### config.mk
export PLATFORM = sky130hd
export DESIGN_NAME = timer_watchdog
export DESIGN_NICKNAME = d
export VERILOG_FILES = /design/src/shared/timer_watchdog_pkg.sv /design/src/timer_watchdog.sv
export SDC_FILE = /design/constraint.sdc
export NUM_CORES = 1
export LEC_CHECK = 0
export ABC_AREA = 1
export ABC_CLOCK_PERIOD_IN_PS = 2460
export BUFFER_PORTS_ARGS = -buffer_cell sky130_fd_sc_hd__buf_2
export CAP_MARGIN = 20
export CORE_MARGIN = 2
export CORE_UTILIZATION = 58
export CTS_CLUSTER_DIAMETER = 100
export DETAILED_ROUTE_END_ITERATION = 10
export PLACE_DENSITY = 0.81
export SYNTH_ARGS = -nofsm -noshare
export SYNTH_HDL_FRONTEND = slang
export SYNTH_SLANG_ARGS = --single-unit
### constraint.sdc
create_clock -name clk_i -period 2.46 [get_ports clk_i]
set_clock_uncertainty 0.1 [all_clocks]
set_input_delay 0.123 -clock clk_i [delete_from_list [all_inputs] [get_ports clk_i]]
set_output_delay 0.123 -clock clk_i [all_outputs]
set_load 0.05 [all_outputs]
### src/shared/timer_watchdog_pkg.sv
// timer_watchdog_pkg: register map, field positions, reset values and carriers
// assumes an 8-bit register port clocked by the internal clock (25 MHz)
package timer_watchdog_pkg;

  // register offsets
  localparam logic [7:0] ADDR_FLAG       = 8'hF2;
  localparam logic [7:0] ADDR_COUNT_HIGH = 8'hF8;
  localparam logic [7:0] ADDR_COUNT_LOW  = 8'hF9;
  localparam logic [7:0] ADDR_PRESCALE   = 8'hFA;
  localparam logic [7:0] ADDR_CONTROL    = 8'hFB;
  localparam logic [7:0] ADDR_GUARD      = 8'hFC;

  // reset values
  localparam logic [7:0]  RST_COUNT_HIGH = 8'hFF;
  localparam logic [7:0]  RST_COUNT_LOW  = 8'hFF;
  localparam logic [7:0]  RST_PRESCALE   = 8'hFF;
  localparam logic [7:0]  RST_CONTROL    = 8'h12;
  localparam logic [15:0] HW_GUARD_COUNT = 16'hFFFF;

  // timer_control_reg fields
  localparam int CTL_RUN       = 7;
  localparam int CTL_SINGLE    = 6;
  localparam int CTL_MODE_HI   = 5;
  localparam int CTL_MODE_LO   = 4;
  localparam int CTL_IN_EN     = 3;
  localparam int CTL_OUT_MODE  = 2;
  localparam int CTL_OUT_LEVEL = 1;
  localparam int CTL_OUT_EN    = 0;

  // guard_enable_n and watchdog reset flag both sit at bit 6
  localparam int GUARD_BIT = 6;
  localparam int FLAG_BIT  = 6;

  // input modes
  localparam logic [1:0] MODE_EVENT  = 2'h0;
  localparam logic [1:0] MODE_GATED  = 2'h1;
  localparam logic [1:0] MODE_TRIG   = 2'h2;
  localparam logic [1:0] MODE_RETRIG = 2'h3;

  // refresh sequence on count_low_reg
  localparam logic [7:0] REFRESH_FIRST  = 8'hAA;
  localparam logic [7:0] REFRESH_SECOND = 8'h55;

  // internal clock divider and strap sampling delay
  localparam logic [1:0] DIV_LAST   = 2'h3;
  localparam logic [1:0] STRAP_TAKE = 2'h2;
  localparam logic [1:0] STRAP_DONE = 2'h3;

  typedef struct packed {
    logic [7:0] addr;
    logic [7:0] wdata;
    logic       wr;
    logic       rd;
  } reg_req_t;

  typedef struct packed {
    logic [7:0]  const_hi;
    logic [7:0]  const_lo;
    logic [7:0]  presc;
    logic [7:0]  ctrl;
    logic        guard_n;
    logic        wd_flag;
    logic [15:0] cnt;
    logic [7:0]  presc_cnt;
    logic        new_const;
    logic        trig;
    logic        seq_armed;
    logic [1:0]  div;
    logic [2:0]  in_sync;
    logic [1:0]  strap_sync;
    logic [1:0]  strap_wait;
    logic        hw_wd;
    logic        wd_on;
    logic [7:0]  rdata;
    logic        wave;
    logic        eoc;
    logic        sys_rst;
  } state_t;

endpackage : timer_watchdog_pkg

### src/timer_watchdog.sv
// timer_watchdog: 16-bit down-counter with 8-bit prescaler, timer or watchdog
// assumes clk_i is the internal clock; pins are asynchronous and synchronised here
`timescale 1ns/1ps

module timer_watchdog (
  // clock and reset
  input  wire logic                          clk_i,
  input  wire logic                          rst_i,
  // register port
  input  wire timer_watchdog_pkg::reg_req_t  req_i,
  output logic [7:0]                         rd_data_o,
  // pins
  input  wire logic                          ext_count_input_i,
  input  wire logic                          hw_enable_strap_n_i,
  output logic                               wave_output_o,
  // system side
  output logic                               eoc_o,
  output logic                               sys_reset_o,
  output logic                               guard_active_o
);

  timer_watchdog_pkg::state_t s;
  timer_watchdog_pkg::state_t next_s;

  always_comb begin
    logic        tick;
    logic        fall;
    logic        pin_high;
    logic        wd;
    logic        run;
    logic        step;
    logic        cnt_step;
    logic        eoc_now;
    logic        load;
    logic [1:0]  mode;
    logic [15:0] const_val;
    next_s    = s;
    tick      = 1'b0;
    fall      = 1'b0;
    pin_high  = 1'b0;
    wd        = 1'b0;
    run       = 1'b0;
    step      = 1'b0;
    cnt_step  = 1'b0;
    eoc_now   = 1'b0;
    load      = 1'b0;
    mode      = 2'h0;
    const_val = 16'h0000;

    // clock/4 enable
    next_s.div = s.div + 2'h1;
    tick       = (s.div == timer_watchdog_pkg::DIV_LAST);

    // pin synchroniser; edge detect compares the second and third stages
    next_s.in_sync = {s.in_sync[1], s.in_sync[0], ext_count_input_i};
    fall           = s.in_sync[2] & ~s.in_sync[1];
    pin_high       = s.in_sync[1];

    // strap caught once, after reset release and synchroniser settle
    next_s.strap_sync = {s.strap_sync[0], hw_enable_strap_n_i};
    if (s.strap_wait != timer_watchdog_pkg::STRAP_DONE) begin
      next_s.strap_wait = s.strap_wait + 2'h1;
      if (s.strap_wait == timer_watchdog_pkg::STRAP_TAKE) begin
        next_s.hw_wd = ~s.strap_sync[1];
      end
    end

    wd        = s.hw_wd | ~s.guard_n;
    run       = s.ctrl[timer_watchdog_pkg::CTL_RUN];
    mode      = s.ctrl[timer_watchdog_pkg::CTL_MODE_HI:timer_watchdog_pkg::CTL_MODE_LO];
    const_val = s.hw_wd ? timer_watchdog_pkg::HW_GUARD_COUNT : {s.const_hi, s.const_lo};

    // count enable selection
    if (wd) begin
      step = tick;
    end else if (!run) begin
      step = 1'b0;
    end else if (!s.ctrl[timer_watchdog_pkg::CTL_IN_EN]) begin
      step = tick;
    end else begin
      case (mode)
        timer_watchdog_pkg::MODE_EVENT:  step = fall;
        timer_watchdog_pkg::MODE_GATED:  step = tick & pin_high;
        timer_watchdog_pkg::MODE_TRIG:   step = tick & s.trig;
        default:                         step = tick;
      endcase
    end
    if (fall && run) begin
      next_s.trig = 1'b1;
    end

    // register writes
    if (req_i.wr) begin
      case (req_i.addr)
        timer_watchdog_pkg::ADDR_COUNT_HIGH: begin
          if (!wd) begin
            next_s.const_hi  = req_i.wdata;
            next_s.new_const = 1'b1;
          end
        end
        timer_watchdog_pkg::ADDR_COUNT_LOW: begin
          if (wd) begin
            if (req_i.wdata == timer_watchdog_pkg::REFRESH_FIRST) begin
              next_s.seq_armed = 1'b1;
            end else if (s.seq_armed && req_i.wdata == timer_watchdog_pkg::REFRESH_SECOND) begin
              next_s.seq_armed = 1'b0;
              load             = 1'b1;
            end else begin
              next_s.seq_armed = 1'b0;
            end
          end else begin
            next_s.const_lo  = req_i.wdata;
            next_s.new_const = 1'b1;
          end
        end
        timer_watchdog_pkg::ADDR_PRESCALE: begin
          next_s.presc     = req_i.wdata;
          next_s.presc_cnt = req_i.wdata;
        end
        timer_watchdog_pkg::ADDR_CONTROL: begin
          next_s.ctrl = req_i.wdata;
          if (!wd && req_i.wdata[timer_watchdog_pkg::CTL_RUN] && !run) begin
            next_s.trig = 1'b0;
            load        = s.new_const;
          end
        end
        timer_watchdog_pkg::ADDR_GUARD: begin
          if (!req_i.wdata[timer_watchdog_pkg::GUARD_BIT]) begin
            next_s.guard_n = 1'b0;
            load           = s.guard_n & ~s.hw_wd;
          end
        end
        timer_watchdog_pkg::ADDR_FLAG: begin
          if (!req_i.wdata[timer_watchdog_pkg::FLAG_BIT]) begin
            next_s.wd_flag = 1'b0;
          end
        end
        default: ;
      endcase
    end

    // prescaler then counter
    if (step) begin
      if (s.presc_cnt == 8'h00) begin
        next_s.presc_cnt = s.presc;
        cnt_step         = 1'b1;
      end else begin
        next_s.presc_cnt = s.presc_cnt - 8'h01;
      end
    end
    eoc_now = cnt_step && (s.cnt == 16'h0000);
    if (cnt_step) begin
      if (eoc_now) begin
        next_s.cnt       = const_val;
        next_s.new_const = 1'b0;
        if (!wd && s.ctrl[timer_watchdog_pkg::CTL_SINGLE]) begin
          next_s.ctrl[timer_watchdog_pkg::CTL_RUN] = 1'b0;
        end
      end else begin
        next_s.cnt = s.cnt - 16'h0001;
      end
    end

    // retrigger reload only while running
    if (!wd && run && s.ctrl[timer_watchdog_pkg::CTL_IN_EN]
        && mode == timer_watchdog_pkg::MODE_RETRIG && fall) begin
      load = 1'b1;
    end

    // explicit loads win over counting in the same cycle
    if (load) begin
      next_s.cnt       = const_val;
      next_s.presc_cnt = s.presc;
      next_s.new_const = 1'b0;
    end

    // end-of-count consequences; flag set beats a same-cycle clear
    next_s.eoc     = eoc_now & ~wd;
    next_s.sys_rst = eoc_now & wd;
    if (eoc_now && wd) begin
      next_s.wd_flag = 1'b1;
    end
    next_s.wd_on = next_s.hw_wd | ~next_s.guard_n;

    // output pin
    if (!s.ctrl[timer_watchdog_pkg::CTL_OUT_EN]) begin
      next_s.wave = 1'b1;
    end else if (eoc_now) begin
      if (s.ctrl[timer_watchdog_pkg::CTL_OUT_MODE]) begin
        next_s.wave = s.ctrl[timer_watchdog_pkg::CTL_OUT_LEVEL];
      end else begin
        next_s.wave = ~s.wave;
      end
    end

    // read data stands one cycle only
    next_s.rdata = 8'h00;
    if (req_i.rd) begin
      case (req_i.addr)
        timer_watchdog_pkg::ADDR_COUNT_HIGH: next_s.rdata = s.cnt[15:8];
        timer_watchdog_pkg::ADDR_COUNT_LOW:  next_s.rdata = s.cnt[7:0];
        timer_watchdog_pkg::ADDR_PRESCALE:   next_s.rdata = s.presc;
        timer_watchdog_pkg::ADDR_CONTROL:    next_s.rdata = s.ctrl;
        timer_watchdog_pkg::ADDR_GUARD:      next_s.rdata = {1'b0, s.guard_n, 6'h00};
        timer_watchdog_pkg::ADDR_FLAG:       next_s.rdata = {1'b0, s.wd_flag, 6'h00};
        default:                             next_s.rdata = 8'h00;
      endcase
    end
  end

  // strap pin is a level, so it is resampled after release, never at reset
  always_ff @(posedge clk_i or posedge rst_i) begin
    if (rst_i) begin
      s            <= '0;
      s.const_hi   <= timer_watchdog_pkg::RST_COUNT_HIGH;
      s.const_lo   <= timer_watchdog_pkg::RST_COUNT_LOW;
      s.presc      <= timer_watchdog_pkg::RST_PRESCALE;
      s.ctrl       <= timer_watchdog_pkg::RST_CONTROL;
      s.guard_n    <= 1'b1;
      s.cnt        <= timer_watchdog_pkg::HW_GUARD_COUNT;
      s.presc_cnt  <= timer_watchdog_pkg::RST_PRESCALE;
      s.in_sync    <= 3'h7;
      s.strap_sync <= 2'h3;
      s.wave       <= 1'b1;
    end else begin
      s <= next_s;
    end
  end

  assign rd_data_o      = s.rdata;
  assign wave_output_o  = s.wave;
  assign eoc_o          = s.eoc;
  assign sys_reset_o    = s.sys_rst;
  assign guard_active_o = s.wd_on;

endmodule : timer_watchdog

==> impl_metrics.ini <==
[yosys]
yosys.area.top_type = dfstp_2
postSynthCellCount = 630
ys_seq_elements = 83
ys_types = 37
synthesis.area_mm2 = 0.00483
synth_area_leaders = dfstp_2 (31%), nand2_1 (14%), dfrtp_1 (13%)
syn-num-nets = 661
avgSynthCellArea_um2 = 7.67
synth_warnings = 0
yosysSeqAreaShare_pct = 44.5
synth_top_area_share_pct = 31.0

[cells_and_area]
layoutNonFillerInstCount = 785
antenna_cells = 0
final_nets = 706
layout-drive-gt1-share_pct = 20.7
utilization_pct = 66.9
fin_area_mm2 = 0.00544
area_delta_synth_final_pct = 12.6

[power_and_ir_drop]
powerDensity_mw_per_mm2 = 572
power_uw = 3110
p_sw_uw = 904
swShare_pct = 29.0
leakagePower_uw = 0.00275
p_seq_share_pct = 52.7
internal_power_uw = 2210
ir_worst_vdd_uv = 422
power_frac_clock_pct = 32.6
pwr-share-comb_pct = 14.7

[drt]
avgRoutedWirePerCell_um = 15.5
drc_errors = 0
wl_mm = 12.1
firstDrtPassIters = 5
ant_nets = 0
routed-via-count = 4372
via_per_inst = 5.57
drt-initial-drc-count = 301

[sta]
period_needed_ns = 2.28
slew_headroom_pct = 52.6
fin_crit_sh_pct = 92.8
fmax_ghz = 0.438
final.setup.tns_ns = 0
hold_viol = 0
rsz0062_at_grt = false
slew_violations = 0
setup_viol = 0
tightest_slew_ns = 0.710

[worst_setup_path]
setup.worst_path.start_class = flop
endpoint_kind = flop
cp.required_ns = 2.65
crit_arrival_ns = 2.48
worstSetupStartpoint = s[55]$_DFFE_PP1P_
critPathMaxFanout = 10
path_common_cell = nand2_1
path_class = flop to flop
cp_top_family = simple AND/OR/NAND/NOR gates
cp_slowest_cell = dfstp_2
path_cells = inv_1 > ha_1 > nand2_1 > nand3b_1 > nand2_1 > nand2_4 > nand2_8 > nand2_1 > nand2_4 > clkinvlp_2 > nand2_1 > nand2_1
cp_num_buf_inv = 2
r2r_slack_ns = 0.18
r2r_start = s[55]$_DFFE_PP1P_
slowest_delay_ns = 0.55

[die]
core_area_mm2 = 0.00813
die_x_um = 95.3
rows = 33
initial_core_util_pct = 59.4
die_h_um = 95.3
ios = 34
dieArea_mm2 = 0.00908

[clock_network]
path_clk_slew_ns = 0.09
insertion_delay_ns = 0.36
htreeDepth = 3
cts.sinks = 83
cts_tree = built
cts_max_path_buffers = 2
numCtsBuffers = 9
root_buffer = clkbuf_8

[grt]
use_met1_pct = 37.0
met3_usage_pct = 5.61
grt_pass1_vias = 4246
grt-ovfl-total = 0
grt_pass1_wl_mm = 20.0
busiest_layer = met2
use_met2_pct = 47.1
antenna_found_initial = 0
grt_usage_pct = 28.9
grt_max_degree = 44

[placement]
port_buffers = 33
placed_area_mm2 = 0.00506
place_hpwl_mm = 8.96
dp.cells = 754
gp_congestion = 0.983

[run]
maxCapViolCount = 0

[min_path]
hp-start = req_i[8]
hold_class = input pin to flop

[run_status]
outcome = completed
-- state kept, by name, indices dropped and copies added, names as in the netlist --
register        count
guard_active_o      1
wave_output_o       1
next_s              3
eoc_o               1
s                  68
rd_data_o           8
sys_reset_o         1
-- through the flow --
stage | hold WS (ns) | setup WS (ns)
after floorplan | 0.0275 | 0.195
final | 0.0124 | 0.176
after global routing | 0.00330 | 0.00457
after detailed placement | 0.131 | 0.149
after global placement | 0.128 | 0.223
after CTS | 0.00496 | 0.121
-- layout make-up --
cell class,instances,area [um^2]
clock buffer,11,141
clock inverter,5,60.1
fill,678,2690
inverter,89,342
multi-input combinational,434,2210
sequential,83,2150
tap,105,131
timing repair buffer,57,405
timing repair inverter,1,5.00
-- synthesized netlist by cell type (all sizes together) --
cell type and instances:
nand3b 12, nand4 14, a221oi 5, a21boi 1, inv 86, clkbuf 5
a22oi 1, nor3 6, xor2 10, a211oi 1, xnor2 6, dfstp 57
a21oi 4, nand2 185, clkinv 3, buf 19, o21bai 1, nor2 63
nor4 2, ha 9, a31oi 1, dfrtp 26, o21ai 44, o22ai 20
nand3 49
-- layout by cell type, fill, tap and decap left out, types with 2 or more instances in the layout --
cell type	instances
buf_12	2
a21oi_1	4
clkinv_2	2
nand2_1	177
nand2_4	4
inv_1	80
a221oi_1	5
o22ai_1	20
nand3b_1	12
ha_1	9
dfstp_2	57
nor2_1	58
nor4_1	2
clkinv_1	3
clkinvlp_4	2
nor2_2	2
inv_2	3
xor2_1	10
xnor2_1	6
o21ai_0	38
nand4_1	13
clkbuf_8	10
o21ai_1	6
nor3_1	5
dlygate4sd3_1	11
dfrtp_1	26
nand3_1	48
nor2_4	3
nand2_2	3
buf_2	33
buf_4	10
-- final timing paths --
path | depth (start not counted) | endpoint
max | 12 | s[35]$_DFFE_PP1P_
min | 3 | s[65]$_DFFE_PP1P_
max reg2reg | 12 | s[35]$_DFFE_PP1P_
min reg2reg | 0 | next_s[19]$_DFF_PP1_
max in group asynchronous | 4 | s[37]$_DFFE_PP1P_
min in group asynchronous | 3 | eoc_o$_DFF_PP0_
-- cells by family (layout without fill, tap and decap cells) --
group	Yosys count	after routing	share of synthesized area, %
buffers and inverters	113	163	10.4
adder cells (fa/ha/maj)	9	9	2.33
XOR/XNOR	16	16	2.90
flip-flops	83	83	44.5
AND/OR/NAND/NOR	331	331	30.7
AO/OA/AOI/OAI	78	78	9.22
-- power by group through the flow --
stage	clock, uW	combinational, uW	sequential (uW)
5_1_grt	1100	521	1660
3_3_place_gp	0	426	1660
4_1_cts	1030	456	1640
2_1_floorplan	0	315	1640
6_report	1010	459	1640
3_5_place_dp	0	440	1660
-- tightest hold or removal path, delay by kind of cell --
family	cells	cell delay [ns]
buf+inv	1	0.13
compound gates	1	0.10
simple gates	1	0.12
-- per-layer routing --
layer	routed length (um)	part of all wire (%)	up-vias
met5	0	0	-
met4	422	3.5	0
met3	802	6.6	39
met2	5830	48	175
met1	5080	42	2051
li1	-	-	2107
-- what timing repair did --
action	4_1_cts	5_1_grt
resized for setup	0	7
hold buffers	11	0
buffers inserted	0	3
setup endpoints to repair	0	15
hold endpoints to repair	41	0
Power figures use the tool's default switching activity.
